`src/shared/adcct_map.svh`:
```
// constants of the converter control block: word size, clock rate, timing counts
// assumes a 10 MHz core clock; counts are derived from the printed times
`ifndef ADCCT_MAP_SVH
`define ADCCT_MAP_SVH

`define ADCCT_WORD_BITS 16
`define ADCCT_CLOCK_NS 100
`define ADCCT_CEIL_CYCLES(ns) (((ns) + `ADCCT_CLOCK_NS - 1) / `ADCCT_CLOCK_NS)
`define ADCCT_FLOOR_CYCLES(ns) (((ns) < `ADCCT_CLOCK_NS) ? 1 : ((ns) / `ADCCT_CLOCK_NS))

`define ADCCT_START_TO_BUSY_NS 35
`define ADCCT_CONV_NS 1250
`define ADCCT_CONV_CYCLES `ADCCT_FLOOR_CYCLES(`ADCCT_CONV_NS)
`define ADCCT_DATA_LEAD_NS 12
`define ADCCT_DATA_LEAD_CYCLES `ADCCT_CEIL_CYCLES(`ADCCT_DATA_LEAD_NS)
`define ADCCT_PUSH_AT (`ADCCT_CONV_CYCLES - 3 - `ADCCT_DATA_LEAD_CYCLES)
`define ADCCT_SYNC_DURING_NS 525
`define ADCCT_SYNC_DURING_CYCLES `ADCCT_FLOOR_CYCLES(`ADCCT_SYNC_DURING_NS)
`define ADCCT_SYNC_LOAD_AT (`ADCCT_SYNC_DURING_CYCLES - 2)

`define ADCCT_LEAD_FAST_NS 3
`define ADCCT_LEAD_SLOW_NS 17
`define ADCCT_PERIOD0_NS 25
`define ADCCT_PERIOD1_NS 50
`define ADCCT_PERIOD2_NS 100
`define ADCCT_PERIOD3_NS 200
`define ADCCT_TRAIL0_NS 3
`define ADCCT_TRAIL1_NS 55
`define ADCCT_TRAIL2_NS 130
`define ADCCT_TRAIL3_NS 290

`endif

```
`src/shared/adcct_pkg.sv`:
```
// types of the converter control block
// used by the core and the serializer
package adcct_pkg;

   typedef enum logic [1:0] {
      MODE_PARALLEL,
      MODE_MASTER_DURING,
      MODE_MASTER_AFTER,
      MODE_SLAVE
   } adcct_mode_type;

   typedef enum logic [2:0] {
      CS_IDLE,
      CS_CONVERT,
      CS_HANDOFF,
      CS_FINISH,
      CS_SERIAL
   } adcct_conv_state_type;

   typedef enum logic [2:0] {
      SS_IDLE,
      SS_LEAD,
      SS_SHIFT,
      SS_TRAIL,
      SS_SLAVE
   } adcct_ser_state_type;

endpackage

```
`src/logic/adcct_buffer.sv`:
```
// small result buffer with valid and ready on both sides
// assumes one clock; outData is read straight from the storage flops
`timescale 1ns/100ps
module adcct_buffer #(
   parameter int WIDTH = 16,
   parameter int DEPTH = 2
) (
   // clock and reset
   input wire logic clock,
   input wire logic rst_n,
   // filling side
   input wire logic inValid,
   input wire logic [WIDTH-1:0] inData,
   output logic inReady,
   // draining side
   output logic outValid,
   output logic [WIDTH-1:0] outData,
   input wire logic outReady
);
   localparam int PW = (DEPTH > 1) ? $clog2(DEPTH) : 1;
   localparam int CW = $clog2(DEPTH + 1);

   logic [WIDTH-1:0] mem_q [DEPTH];
   logic [WIDTH-1:0] mem_d [DEPTH];
   logic [PW-1:0] wrPtr_q, wrPtr_d, rdPtr_q, rdPtr_d;
   logic [CW-1:0] count_q, count_d;
   logic push, pop;

   assign inReady = (count_q != CW'(DEPTH));
   assign outValid = (count_q != '0);
   assign outData = mem_q[rdPtr_q];

   always_comb begin
      push = inValid & inReady;
      pop = outValid & outReady;
      mem_d = mem_q;
      wrPtr_d = wrPtr_q;
      rdPtr_d = rdPtr_q;
      if (push) begin
         mem_d[wrPtr_q] = inData;
         wrPtr_d = (wrPtr_q == PW'(DEPTH - 1)) ? '0 : PW'(wrPtr_q + 1'b1);
      end
      if (pop) begin
         rdPtr_d = (rdPtr_q == PW'(DEPTH - 1)) ? '0 : PW'(rdPtr_q + 1'b1);
      end
      count_d = CW'(count_q + CW'(push) - CW'(pop));
   end

   always_ff @(posedge clock or negedge rst_n) begin
      if (!rst_n) begin
         mem_q <= '{default: '0};
         wrPtr_q <= '0;
         rdPtr_q <= '0;
         count_q <= '0;
      end else begin
         mem_q <= mem_d;
         wrPtr_q <= wrPtr_d;
         rdPtr_q <= rdPtr_d;
         count_q <= count_d;
      end
   end
endmodule

```
`src/logic/adcct_serializer.sv`:
```
// serial frame engine: master mode makes clock and frame, slave mode follows a host clock
// assumes the host clock input is already synchronous to the core clock
`timescale 1ns/100ps
`include "adcct_map.svh"
module adcct_serializer #(
   parameter int WIDTH = `ADCCT_WORD_BITS
) (
   // clock and reset
   input wire logic clock,
   input wire logic rst_n,
   // word hand-in
   input wire logic load,
   input wire logic [WIDTH-1:0] word,
   input wire logic master,
   input wire logic [1:0] divSel,
   // host side
   input wire logic extClock,
   input wire logic fillBit,
   output logic serialClock,
   output logic serialData,
   output logic frame,
   // status
   output logic active,
   output logic done
);
   import adcct_pkg::*;

   localparam int BW = $clog2(WIDTH + 1);

   adcct_ser_state_type state_q, state_d;
   logic [WIDTH-1:0] shift_q, shift_d;
   logic [BW-1:0] bitCnt_q, bitCnt_d;
   logic [7:0] timer_q, timer_d;
   logic sclk_q, sclk_d, frame_q, frame_d, done_q, done_d, extPrev_q, extPrev_d;
   logic [7:0] halfCycles, leadCycles, trailCycles;

   // per-divider figures; the core clock bounds how fast the link can really toggle
   always_comb begin
      unique case (divSel)
         2'h0: begin
            halfCycles = 8'(`ADCCT_CEIL_CYCLES(`ADCCT_PERIOD0_NS / 2)); // RL7 RL10 RL11
            leadCycles = 8'(`ADCCT_CEIL_CYCLES(`ADCCT_LEAD_FAST_NS)); // RL13
            trailCycles = 8'(`ADCCT_CEIL_CYCLES(`ADCCT_TRAIL0_NS)); // RL14
         end
         2'h1: begin
            halfCycles = 8'(`ADCCT_CEIL_CYCLES(`ADCCT_PERIOD1_NS / 2)); // RL10 RL11
            leadCycles = 8'(`ADCCT_CEIL_CYCLES(`ADCCT_LEAD_SLOW_NS)); // RL13
            trailCycles = 8'(`ADCCT_CEIL_CYCLES(`ADCCT_TRAIL1_NS)); // RL14
         end
         2'h2: begin
            halfCycles = 8'(`ADCCT_CEIL_CYCLES(`ADCCT_PERIOD2_NS / 2)); // RL10 RL11
            leadCycles = 8'(`ADCCT_CEIL_CYCLES(`ADCCT_LEAD_SLOW_NS)); // RL13
            trailCycles = 8'(`ADCCT_CEIL_CYCLES(`ADCCT_TRAIL2_NS)); // RL14
         end
         default: begin
            halfCycles = 8'(`ADCCT_CEIL_CYCLES(`ADCCT_PERIOD3_NS / 2)); // RL10 RL11
            leadCycles = 8'(`ADCCT_CEIL_CYCLES(`ADCCT_LEAD_SLOW_NS)); // RL13
            trailCycles = 8'(`ADCCT_CEIL_CYCLES(`ADCCT_TRAIL3_NS)); // RL14
         end
      endcase
   end

   always_comb begin
      state_d = state_q;
      shift_d = shift_q;
      bitCnt_d = bitCnt_q;
      timer_d = timer_q;
      sclk_d = sclk_q;
      frame_d = frame_q;
      done_d = 1'b0;
      extPrev_d = extClock;
      unique case (state_q)
         SS_IDLE: begin
            if (load) begin
               shift_d = word;
               bitCnt_d = '0;
               sclk_d = 1'b0;
               if (master) begin
                  frame_d = 1'b1;
                  timer_d = 8'(leadCycles - 8'h01);
                  state_d = SS_LEAD;
               end else begin
                  state_d = SS_SLAVE;
               end
            end
         end
         SS_LEAD: begin
            if (timer_q == '0) begin
               timer_d = 8'(halfCycles - 8'h01);
               state_d = SS_SHIFT;
            end else begin
               timer_d = 8'(timer_q - 8'h01);
            end
         end
         SS_SHIFT: begin
            if (timer_q != '0) begin
               timer_d = 8'(timer_q - 8'h01);
            end else begin
               timer_d = 8'(halfCycles - 8'h01);
               sclk_d = ~sclk_q;
               // data moves on the falling edge so the host samples on the rising one
               if (sclk_q) begin
                  bitCnt_d = BW'(bitCnt_q + 1'b1);
                  if (bitCnt_q == BW'(WIDTH - 1)) begin // RL19
                     timer_d = 8'(trailCycles - 8'h01);
                     state_d = SS_TRAIL;
                  end else begin
                     shift_d = {shift_q[WIDTH-2:0], fillBit};
                  end
               end
            end
         end
         SS_TRAIL: begin
            if (timer_q == '0) begin
               frame_d = 1'b0;
               done_d = 1'b1;
               state_d = SS_IDLE;
            end else begin
               timer_d = 8'(timer_q - 8'h01);
            end
         end
         SS_SLAVE: begin
            // falling host clock is the active edge; next bit one core cycle later
            if (extPrev_q && !extClock) begin // RL17
               bitCnt_d = BW'(bitCnt_q + 1'b1);
               shift_d = {shift_q[WIDTH-2:0], fillBit};
               if (bitCnt_q == BW'(WIDTH - 1)) begin // RL19
                  done_d = 1'b1;
                  state_d = SS_IDLE;
               end
            end
         end
      endcase
   end

   always_ff @(posedge clock or negedge rst_n) begin
      if (!rst_n) begin
         state_q <= SS_IDLE;
         shift_q <= '0;
         bitCnt_q <= '0;
         timer_q <= '0;
         sclk_q <= 1'b0;
         frame_q <= 1'b0;
         done_q <= 1'b0;
         extPrev_q <= 1'b0;
      end else begin
         state_q <= state_d;
         shift_q <= shift_d;
         bitCnt_q <= bitCnt_d;
         timer_q <= timer_d;
         sclk_q <= sclk_d;
         frame_q <= frame_d;
         done_q <= done_d;
         extPrev_q <= extPrev_d;
      end
   end

   assign serialClock = sclk_q;
   assign serialData = shift_q[WIDTH-1];
   assign frame = frame_q;
   assign active = (state_q != SS_IDLE);
   assign done = done_q;
endmodule

```
`src/logic/adcct_core.sv`:
```
// converter control: conversion sequencing, busy, parallel and serial result read-out
// assumes all inputs synchronous to clock; the analog core offers its result on sampleResult
// Operation
// RL1 - busy rises at once on convert-start fall; the code keeps busy low and ignores the start while the buffer is full
// RL2 - busy high at most 1.25 us
// RL3 - parallel data valid within 1.25 us
// RL4 - data valid before busy falls
// RL5 - parallel data driven promptly on bus request
// RL6 - during-convert frame near 525 ns after start
// RL7 - during-convert serial clock fixed, fast period
// RL8 - after-convert frame when conversion completes
// RL9 - after-convert busy falls after frame ends
// RL10 - divider code selects minimum clock period
// RL11 - divider code bounds maximum clock period
// RL12 - after-convert busy time bounded per code
// RL13 - first clock edge waits after frame
// RL14 - frame held after last clock edge
// RL15 - serial outputs driven when chip select low
// RL16 - serial outputs released when chip select high
// RL17 - slave bit follows each host clock edge; the code moves a bit on the falling host clock edge only
// RL18 - result readable at conversion end, no latency
// RL19 - result delivered as one 16-bit word
// RL20 - host waits for busy before next step
`timescale 1ns/100ps
`include "adcct_map.svh"
module adcct_core #(
   parameter int WIDTH = `ADCCT_WORD_BITS,
   parameter int BUF_DEPTH = 2
) (
   // clock and reset
   input wire logic clock,
   input wire logic rst_n,
   // conversion control
   input wire logic convertStart_n,
   input wire adcct_pkg::adcct_mode_type interfaceMode,
   input wire logic [1:0] clockDividerSel,
   output logic busy,
   // analog core result
   input wire logic [WIDTH-1:0] sampleResult,
   // parallel port
   input wire logic chipSelect_n,
   input wire logic readRequest_n,
   output logic [WIDTH-1:0] parallelData,
   output logic parallelDataOe,
   // serial port
   input wire logic serialClockIn,
   input wire logic serialDataIn,
   output logic serialClockOut,
   output logic serialClockOe,
   output logic frameSync,
   output logic frameSyncOe,
   output logic serialDataOut,
   output logic serialDataOe
);
   import adcct_pkg::*;

   adcct_conv_state_type state_q, state_d;
   logic [7:0] cnt_q, cnt_d;
   logic cnvPrev_q;
   logic [WIDTH-1:0] parData_q, parData_d;
   logic startFall, startOk;
   logic bufPush, bufInReady, bufOutValid, bufPop;
   logic [WIDTH-1:0] bufOutData;
   logic loadDuring, loadAfter, loadSlave, serLoad;
   logic serActive, serDone, serClock, serData, serFrame;
   logic isParallel, isMaster;

   assign isParallel = (interfaceMode == MODE_PARALLEL);
   assign isMaster = (interfaceMode == MODE_MASTER_DURING) || (interfaceMode == MODE_MASTER_AFTER);
   assign startFall = cnvPrev_q & ~convertStart_n;
   // a full buffer refuses the start, so no finished word is ever overwritten
   assign startOk = (state_q == CS_IDLE) & startFall & bufInReady;
   // busy is combinational so it rises in the same cycle the start is seen
   assign busy = (state_q != CS_IDLE) | startOk; // RL1 RL2 RL9

   always_comb begin
      loadDuring = (state_q == CS_CONVERT) && (interfaceMode == MODE_MASTER_DURING)
         && (cnt_q == 8'(`ADCCT_SYNC_LOAD_AT)) && bufOutValid && !serActive && !chipSelect_n; // RL6 RL7
      loadAfter = (state_q == CS_HANDOFF) && (interfaceMode == MODE_MASTER_AFTER)
         && bufOutValid && !serActive && !chipSelect_n; // RL8
      loadSlave = (interfaceMode == MODE_SLAVE) && bufOutValid && !serActive && !chipSelect_n; // RL18
      serLoad = loadDuring | loadAfter | loadSlave;
      bufPop = serLoad | (isParallel & bufOutValid);
   end

   always_comb begin
      state_d = state_q;
      cnt_d = cnt_q;
      parData_d = parData_q;
      bufPush = 1'b0;
      if (isParallel && bufOutValid) begin
         parData_d = bufOutData; // RL3 RL18 RL19
      end
      unique case (state_q)
         CS_IDLE: begin
            if (startOk) begin
               cnt_d = '0;
               state_d = CS_CONVERT;
            end
         end
         CS_CONVERT: begin
            cnt_d = 8'(cnt_q + 8'h01);
            if (cnt_q == 8'(`ADCCT_PUSH_AT)) begin
               bufPush = 1'b1; // RL18
               state_d = CS_HANDOFF;
            end
         end
         CS_HANDOFF: begin
            state_d = loadAfter ? CS_SERIAL : CS_FINISH;
         end
         CS_FINISH: begin
            // one cycle of margin between data valid and busy falling
            state_d = CS_IDLE; // RL4
         end
         CS_SERIAL: begin
            if (serDone) begin
               state_d = CS_IDLE; // RL9 RL12
            end
         end
      endcase
   end

   always_ff @(posedge clock or negedge rst_n) begin
      if (!rst_n) begin
         state_q <= CS_IDLE;
         cnt_q <= '0;
         cnvPrev_q <= 1'b1;
         parData_q <= '0;
      end else begin
         state_q <= state_d;
         cnt_q <= cnt_d;
         cnvPrev_q <= convertStart_n;
         parData_q <= parData_d;
      end
   end

   adcct_buffer #(
      .WIDTH(WIDTH),
      .DEPTH(BUF_DEPTH)
   ) resultBuffer (
      .clock(clock),
      .rst_n(rst_n),
      .inValid(bufPush),
      .inData(sampleResult),
      .inReady(bufInReady),
      .outValid(bufOutValid),
      .outData(bufOutData),
      .outReady(bufPop)
   );

   adcct_serializer #(
      .WIDTH(WIDTH)
   ) frameEngine (
      .clock(clock),
      .rst_n(rst_n),
      .load(serLoad),
      .word(bufOutData),
      .master(isMaster),
      // the during-convert mode ignores the divider and runs at the fastest rate
      .divSel((interfaceMode == MODE_MASTER_DURING) ? 2'h0 : clockDividerSel), // RL7 RL10
      .extClock(serialClockIn),
      .fillBit(serialDataIn),
      .serialClock(serClock),
      .serialData(serData),
      .frame(serFrame),
      .active(serActive),
      .done(serDone)
   );

   assign parallelData = parData_q;
   assign parallelDataOe = isParallel & ~chipSelect_n & ~readRequest_n; // RL5
   assign serialClockOut = serClock;
   assign frameSync = serFrame;
   assign serialDataOut = serData;
   assign serialClockOe = isMaster & ~chipSelect_n; // RL15 RL16
   assign frameSyncOe = isMaster & ~chipSelect_n; // RL15 RL16
   assign serialDataOe = ~isParallel & ~chipSelect_n; // RL15 RL16
endmodule

```
`config.mk`:
```
export PLATFORM = sky130hd
export DESIGN_NAME = adcct_core
export DESIGN_NICKNAME = d
export VERILOG_FILES = /design/src/shared/adcct_pkg.sv /design/src/logic/adcct_buffer.sv /design/src/logic/adcct_serializer.sv /design/src/logic/adcct_core.sv
export VERILOG_INCLUDE_DIRS = /design/src /design/src/shared
export SDC_FILE = /design/constraint.sdc
export NUM_CORES = 1
export LEC_CHECK = 0
export BUFFER_PORTS_ARGS = -buffer_cell sky130_fd_sc_hd__buf_2
export CAP_MARGIN = 20
export CORE_ASPECT_RATIO = 1.75
export CORE_MARGIN = 2
export CORE_UTILIZATION = 45
export DETAILED_ROUTE_END_ITERATION = 10
export SLEW_MARGIN = 30
export SYNTH_ARGS = -nofsm -noshare
export SYNTH_HDL_FRONTEND = slang
export SYNTH_SLANG_ARGS = --single-unit
```
`constraint.sdc`:
```
create_clock -name clock -period 4.4 [get_ports clock]
set_input_delay 0.22 -clock clock [delete_from_list [all_inputs] [get_ports clock]]
set_output_delay 0.22 -clock clock [all_outputs]
set_load 0.01 [all_outputs]
```
# After elaboration in Yosys (flattened, before gate mapping)
# Cells that the tools add are included.
# totals
n_memories	0
latch_bits	0
inputBits	27
ramBits	0
reg_bits	100
romBits	0
# classes
n_mux	59
n_addsub	8
reduce_logical	42
n_eq_ne	31
bitwise	21
mul	0
magnitude_cmp	3
shifts	0
div	0
# op_table
op	count
$mux W16	9
$mux W8	8
$pmux W16 S3	1
$mux W3	13
$bwmux W32	1
$pmux W8 S4	1
$pmux W3 S5	2
$mux W5	4
$ne A2 B1 Y1 const B	9
$demux W16 S1	1
$pmux W8 S2	1
$sub A8 B1 Y8 const B	2
$logic_and A1 B1 Y1	15
$pmux W5 S3	1
$eq A3 B2 Y1 const B	4
$mux W1	12
$ne A2 B2 Y1 const B	6
$and A1 B1 Y1	10
$reduce_bool A3 Y1	3
$add A8 B1 Y8 const B	1
$eq A8 B2 Y1 const B	1
$eq A8 B4 Y1 const B	1
$logic_not A8 Y1	1
$reduce_and A4 Y1	2
other kinds (30)	55

# Depth between registers and ports, before layout
# Gate-level depths: netlist of the first run.
# logic_depth
word_depth	11
depth_mapped	12
mapped_depth_nobuf	12

# Cells and area by module
# A second synthesis of the first run with hierarchy kept.
# unflattened
cells_unflattened	442
area_unflattened_um2	5186.2
# by_module_without_submodules
module	n_inst	area_each_um2	cells_each
adcct_serializer	1	2073.2	223
adcct_buffer	1	1702.9	103
adcct_core	1	1410.1	116

# Worst setup path after synthesis of the first run
# Ideal clock, no wire load.
# synth_path
kind	register -> register
from	register state_q[1]
to	register resultBuffer.count_q[1]
arrival_ns	2.567
synth_period_minus_slack_ns	2.647
slack_ns	1.753
required_ns	4.320
path_stages_with_launch	13
setup_time_ns	0.080
n_path_buf	2
cell_sequence	dfrtp_1 buf_6 or3b_1 buf_2 or4_4 a21boi_1 nor2_1 inv_1 ha_1 inv_1 ha_1 xnor2_1 xnor2_1
# synth_between
elab_chain_cells	11
# synth_rtl
item	line	rtl
from (decl)	adcct_core.sv:57	adcct_conv_state_type state_q, state_d;
from (signal assigned)	adcct_core.sv:130	state_q <= state_d;
$eq A3 B1 Y1	adcct_core.sv:77	loadDuring = (state_q == CS_CONVERT) && (interfaceMode == MODE_MASTER_DURING)
$logic_and A1 B1 Y1 (5 in a row)	adcct_core.sv:77	
$or A1 B1 Y1 * (2 in a row)	adcct_core.sv:82	serLoad = loadDuring | loadAfter | loadSlave;
$or A1 B1 Y1 *	adcct_core.sv:83	bufPop = serLoad | (isParallel & bufOutValid);
$and A1 B1 Y1 *	adcct_buffer.sv:35	pop = outValid & outReady;
via resultBuffer.pop	adcct_buffer.sv:27	logic push, pop;
$sub A2 B1 Y2 *	adcct_buffer.sv:46	count_d = CW'(count_q + CW'(push) - CW'(pop));
via resultBuffer.count_d[1]	adcct_buffer.sv:26	logic [CW-1:0] count_q, count_d;
to (signal assigned)	adcct_buffer.sv:59	count_q <= count_d;
to (decl)	adcct_buffer.sv:26	
# The timed path passes the listed nets; every way through them passes the cells marked *.
# A chain may end at the register's enable or synchronous reset.

# Worst setup path after layout of the first run
# layout_path
from	register cnt_q[5]
to	register resultBuffer.count_q[1]
# layout_between
elab_chain_cells	10
# layout_rtl
item	line	rtl
from (decl)	adcct_core.sv:58	logic [7:0] cnt_q, cnt_d;
from (signal assigned)	adcct_core.sv:131	cnt_q <= cnt_d;
$eq A8 B2 Y1	adcct_core.sv:78	&& (cnt_q == 8'(`ADCCT_SYNC_LOAD_AT)) && bufOutValid && !serActive && !chipSelect_n;
$logic_and A1 B1 Y1 (4 in a row)	adcct_core.sv:77	
$or A1 B1 Y1 (2 in a row)	adcct_core.sv:82	
$or A1 B1 Y1	adcct_core.sv:83	
$and A1 B1 Y1	adcct_buffer.sv:35	
via resultBuffer.pop	adcct_buffer.sv:27	
$sub A2 B1 Y2	adcct_buffer.sv:46	
via resultBuffer.count_d[1]	adcct_buffer.sv:26	
# The timed path passes the listed nets, and every way through them passes these cells.

==> reports/qor.yml, run 1 <==
worst_path_dominant_cell_family: "simple AND/OR/NAND/NOR gates"
p_leak_nw: 2.563
power_w: 0.004140
clock_sinks: 100
synth_top_area_share_pct: 50.25
slowest_delay_ns: 0.58
cts_buffer_depth: 2
pwr-share-comb_pct: 39.6
path_buf_inv: 2
synth_cell_type_count: 66
cp_slowest_cell: "or4_4"
postSynthAreaPerCell_um2: 11.00
setup_slack_ns: 1.380
drt_first_pass_iters: 4
finalMaxSlewViolations: 0
dp_cells: 609
post-dp-hpwl_um: 7190
num_vias: 3432
netlist_top_cells_area: "dfrtp_1 50%, mux2_2 8.7%, o21ai_0 5.3%"
hold_viol_final: 31
cts_max_level: 3
power.internal_w: 0.002604
power_density_nw_per_um2: 741.7
grt_pass1_wl_um: 17170
synth_edf_count: 0
endpoint_kind: "register"
yosysWarnings: 0
clkLatencyLatePin_ns: 0.35
r2r_cells: 10
setup_viol: 0
cp_data_arrival_time_ns: 3.29
routabilityCongestion: 0.7762
antenna_cells: 0
initial_core_util_pct: 46.08
ios: 51
drc: 0
drive_gt1_share_pct: 26.71
fin_nets: 531
cap_viol_max_count: 0
clockPowerShare_pct: 19.6
synth-seq-cells: 100
clockRootBuffer: "clkbuf_16"
grt_pass1_vias: 3482
tritoncts: "built"
numCtsBuffers: 9
hold_path_class: "input pin to asynchronous set/reset pin"
synth_cells: 448
wl_per_cell_um: 16.13
worstMarginPinSlew_ns: 0.9273
fin_crit_sh_pct: 68.64
grt_max_degree: 66
finalNonFillerCells: 628
antenna_found_initial: 0
fp.dieArea_um2: 11840
fin_crit_ns: 3.020
grtUsageTotal_pct: 18.23
async_reset_ff_share_pct: 100.0
swShare_pct: 37.10
overflow: 0
place_ws_ns: 1.377
fin_skew_ns: 0.007809
clkTransAtPathRegs_ns: 0.07
timing.hold.ws_ns: -0.03990
seq_power_share_pct: 40.8
die_w_um: 83.12
synth_seq_area_share_pct: 50.79
syn_to_final_growth_pct: 13.22
rows: 50
start_kind: "register"
p_switching_w: 0.001536
grt_setup_unrepaired: "false"
crit_type: "register to register"
netlist_area_um2: 4930
maxSlewHeadroom_pct: 38.12
syn_nets: 486
status: "finished, violations left"
timing.fmax_mhz: 331.1
path_depth: 10
crit_required_ns: 4.67
core_area_um2: 10700
die_h_um: 142.5
violations: "negative hold slack"
routed_wirelength_um: 10130
ant_nets: 0
io_buffer_count: 50
drt_iter0_markers: 167
viasPerCell: 5.465
vdd_drop_max_mv: 0.3580
tns_ns: 0
synthFlopType: "dfrtp_1"
worstPathCellList: "or4_1 -> or4_4 -> a21boi_1 -> nor2_1 -> inv_1 -> ha_1 -> inv_1 -> ha_1 -> xnor2_1 -> xnor2_1"
yosys.area.top_type: "dfrtp_1"
crit_fanout: 5
Yosys cell counts (2+ instances only):
cell       number
xnor2_1         5
a32o_1          2
buf_2           2
nor3_1         10
o21ai_0        52
o2bb2ai_1       2
a21oi_1         8
nand2_1        47
dfrtp_1        99
a22o_1          2
nand3_1         7
nand4b_1        2
buf_4           2
mux2i_1        17
ha_1           11
nand4_1         4
nand3b_1        4
a221o_1         3
nor3b_1         3
xor2_1          3
nor4_1          2
nor2b_1         5
a21o_1          2
or4_1           3
mux2_1          2
buf_6           2
mux2_2         38
or2_2           3
nor2_1         18
inv_1          14
or3_1           3
o41ai_1         3
clkbuf_1       15
and3_1          5
nand2b_1        6
mux2_4         10
o31ai_1         3
state kept, by name, summed over array words and instances, names as in the netlist, 3 cells and up:
register / cells
parallelData: 16
frameEngine.state_q: 3
frameEngine.bitCnt_q: 5
state_q: 3
frameEngine.shift_q: 16
resultBuffer.mem_q: 32
cnt_q: 8
frameEngine.timer_q: 8
per-layer routing:
metal / track usage (%) / part of all wire, %
met1: 22.06 / 42
met2: 32.26 / 53
met3: 2.668 / 2.3
met4: 7.765 / 2.3
met5: 0 / 0
what timing repair did:
action | 4_1_cts | 5_1_grt
hold buffers | 2 | 0
endpoints found under the hold margin | 2 | 0
gates resized for setup | 0 | 0
setup buffers | 0 | 0
layout by cell type (no fill, tap or decap), types with 5 or more instances in the layout:
cell type	Yosys	routed
nor3_1	10	10
nand2_1	47	47
and3_1	5	5
mux2_4	10	10
a21oi_1	8	8
nor2_1	18	18
xnor2_1	5	5
nand3_1	7	7
o21ai_0	52	52
clkbuf_16	0	9
mux2i_1	17	17
nand2b_1	6	6
mux2_2	38	38
dfrtp_1	99	98
nor2b_1	5	5
buf_2	2	49
ha_1	11	11
inv_1	14	14
final timing paths:
check / from / to / slack, ns
min reg2reg: frameEngine.done / state_q[2] / 0.44
min: rst_n / parallelData[1] / -0.04
max reg2reg: cnt_q[5] / resultBuffer.count_q[1] / 1.38
max in group asynchronous: rst_n / resultBuffer.mem_q[11] / 3.46
max: cnt_q[5] / resultBuffer.count_q[1] / 1.38
min in group clock: sampleResult[5] / resultBuffer.mem_q[5] / 0.10
worst register-to-register path: stages, from the launching register on:
cell and delay, ns:
dfrtp_1 0.41, or4_1 0.57, or4_4 0.58, a21boi_1 0.44, nor2_1 0.14, inv_1 0.09
ha_1 0.22, inv_1 0.05, ha_1 0.15, xnor2_1 0.14, xnor2_1 0.14
logic make-up (layout without fill, tap and decap cells):
logic type | count (synthesis) | count (layout) | synth area share (%)
AND/OR/NAND/NOR | 131 | 131 | 13.66
flip-flops | 100 | 100 | 50.79
AO/OA/AOI/OAI | 94 | 94 | 12.06
multiplexers | 67 | 67 | 15.63
buffers and inverters | 37 | 87 | 3.655
adder cells (fa/ha/maj) | 11 | 11 | 2.792
XOR/XNOR | 8 | 8 | 1.421
layout make-up:
class,count,area (um2)
well taps,130,162.7
clock inverters,6,72.57
repair buffers,56,306.5
flip-flops and latches,100,2505
fillers,993,5116
multi-input cells,311,2250
inverters,15,56.30
clock buffers,10,229.0
power by group through the flow:
| stage | registers, W | clock network (W) | logic, W |
|---|---|---|---|
| floorplan | 0.00158 | 0 | 0.00135 |
| global placement | 0.00168 | 0 | 0.00162 |
| detailed placement | 0.00171 | 0 | 0.00166 |
| CTS | 0.00169 | 0.000833 | 0.00166 |
| global route | 0.00176 | 0.000866 | 0.00186 |
| finish | 0.00169 | 0.000812 | 0.00164 |
through the flow:
| stage | instance area, um2 | hold WS [ns] | util [%] |
|---|---|---|---|
| 4_1_cts | 5570 | 0.004641 | 52.07 |
| 5_1_grt | 5582 | 0.05004 | 52.18 |
| 3_3_place_gp | 5248 | 0.3394 | 49.05 |
| 6_report | 5582 | -0.03990 | 52.18 |
| 3_5_place_dp | 5249 | 0.3437 | 49.06 |
| 2_1_floorplan | 4930 | -0.07559 | - |
(Power assumes the default switching activity.)
==> run 2: changes to the inputs <==
clock period = 2.85 ns   (was 4.4 ns; I/O delays follow)
==> run 2 against run 1 <==
  * The run now ends clean
  * Clock skew about the same
  * Via count rose by 2.9%
  * Non-clock buffer count grew 8
  * Sequential share of layout area fell by 0.38 points
  * Clock-buffer cell count did not move
  * Register-to-register slack got worse by 1.2 ns
  * Power grew 54%
  * Clock power is 42% higher
  * Largest power group is now combinational logic
==> reports/qor.yml, run 2 (synthesized netlist as in run 1, its figures left out) <==
crit_path_start: "cnt_q[5]"
placed_area_um2: 5320
drive_gt1_share_pct: 27.47
die_h_um: 142.5
clkTransAtPathRegs_ns: 0.07
r2r_cells: 10
numCtsBuffers: 9
grt_pass1_vias: 3601
num_vias: 3530
tritoncts: "built"
status: "completed"
crit_required_ns: 3.11
core_area_um2: 10700
crit_fanout: 5
tns_ns: 0
hold_path_class: "input pin to register"
routabilityCongestion: 0.7662
cp_data_arrival_time_ns: 2.94
drc: 0
rows: 50
fin_crit_sh_pct: 94.12
cap_viol_max_count: 0
start_kind: "register"
cts_buffer_depth: 2
cts-resized-gates: 0
ios: 51
cts_max_level: 3
hold_viol_final: 0
viasPerCell: 5.550
ant_nets: 0
hold_depth: 2
final_common_cell: "dfrtp_1"
top_register: "resultBuffer.mem_q"
r2r_setup_slack_ns: 0.17
power_density_nw_per_um2: 1130
fin_nets: 539
clock_sinks: 100
r2r-start: "cnt_q[5]"
setup_viol: 0
clockRootBuffer: "clkbuf_16"
finalMaxSlewViolations: 0
fin_skew_ns: 0.007713
timing.fmax_mhz: 372.8
worstMarginPinSlew_ns: 0.6736
vdd_drop_max_mv: 0.5020
fp.dieArea_um2: 11840
drt_iter0_markers: 161
mostFrequentLayoutCells: "99 x dfrtp_1, 52 x o21ai_0, 49 x buf_2"
worstHoldEndpoint: "resultBuffer.mem_q[5]"
fill_cells: 983
ctsHoldBuffers: 3
grt_setup_unrepaired: "false"
antenna_cells: 0
grt_max_degree: 54
endpoint_kind: "register"
wl_per_cell_um: 16.15
overflow: 0
fin_crit_ns: 2.682
maxSlewHeadroom_pct: 55.09
io_buffer_count: 50
grt_pass1_wl_um: 17290
antenna_found_initial: 0
crit_type: "register to register"
die_w_um: 83.12
post-dp-hpwl_um: 7424
initial_core_util_pct: 46.08
cts_setup_buffers: 0
largest_reg_flops: 32
clkLatencyLatePin_ns: 0.34
drt_first_pass_iters: 4
power_w: 0.006360
rr_endpoint: "resultBuffer.count_q[1]"
hp-start: "sampleResult[5]"
grtUsageTotal_pct: 18.25
syn_to_final_growth_pct: 14.14
p_leak_nw: 2.591
design_area_um2: 5627
routed_wirelength_um: 10270
-- run 2: cell count changes in the layout (fill, tap and decap cells not counted) --
cell / previous run / this run
buf_4: 4 / 11
buf_12: 0 / 1
buf_6: 1 / 0
bufinv_16: 1 / 0
clkinvlp_4: 2 / 3
dfrtp_1: 98 / 99
dfrtp_2: 1 / 0
dlygate4sd3_1: 2 / 3
inv_6: 0 / 1
inv_8: 2 / 1
-- run 2: cell type report --
type	instances	area, um2	share of cell area (%)
timing repair buffer	64	377.9	6.716
sequential	100	2504	44.50
clock inverter	6	47.55	0.8450
multi-input combinational	311	2250	39.98
tap	130	162.7	2.891
inverter	15	56.30	1.001
clock buffer	10	229.0	4.069
-- run 2: stage by stage --
step | instances | utilization (%) | hold WS (ns) | worst slack, ns
5_1_grt | 636 | 52.60 | 0.03370 | 0.04560
3_3_place_gp | 617 | 49.73 | 0.2221 | 0.2535
6_report | 636 | 52.60 | 0.03052 | 0.1676
2_1_floorplan | 448 | - | -0.1531 | 0.2031
4_1_cts | 636 | 52.60 | 0.01977 | 0.1582
3_5_place_dp | 617 | 49.73 | 0.2282 | 0.1652
-- run 2: worst max-delay path, stage by stage (launching register included) --
cell and delay, ns:
dfrtp_1 0.41, or4_1 0.57, or4_4 0.58, a21boi_1 0.19, nor2_1 0.09, inv_1 0.06
ha_1 0.22, inv_1 0.06, ha_1 0.14, xnor2_1 0.14, xnor2_1 0.15
-- run 2: report_power, final --
group | total (W) | switching (W) | internal [W]
registers | 0.00255 | 0.000495 | 0.00205
logic | 0.00266 | 0.00134 | 0.00132
clock network | 0.00115 | 0.000548 | 0.000600
-- run 2: worst max path at each step --
| stage | endpoint |
|---|---|
| 3_3_place_gp | resultBuffer.count_q[1] |
| 5_1_grt | resultBuffer.count_q[1] |
| 3_5_place_dp | resultBuffer.count_q[1] |
| 6_report | resultBuffer.count_q[1] |
| 4_1_cts | resultBuffer.count_q[1] |
| 2_1_floorplan | resultBuffer.count_q[1] |
-- run 2: routing by layer --
metal,global-route usage [%],wire (um),share of wire (%)
met2,33.62,5612,55
met1,20.90,4225,41
met5,0,0,0
met3,3.712,263,2.6
met4,6.212,169,1.6
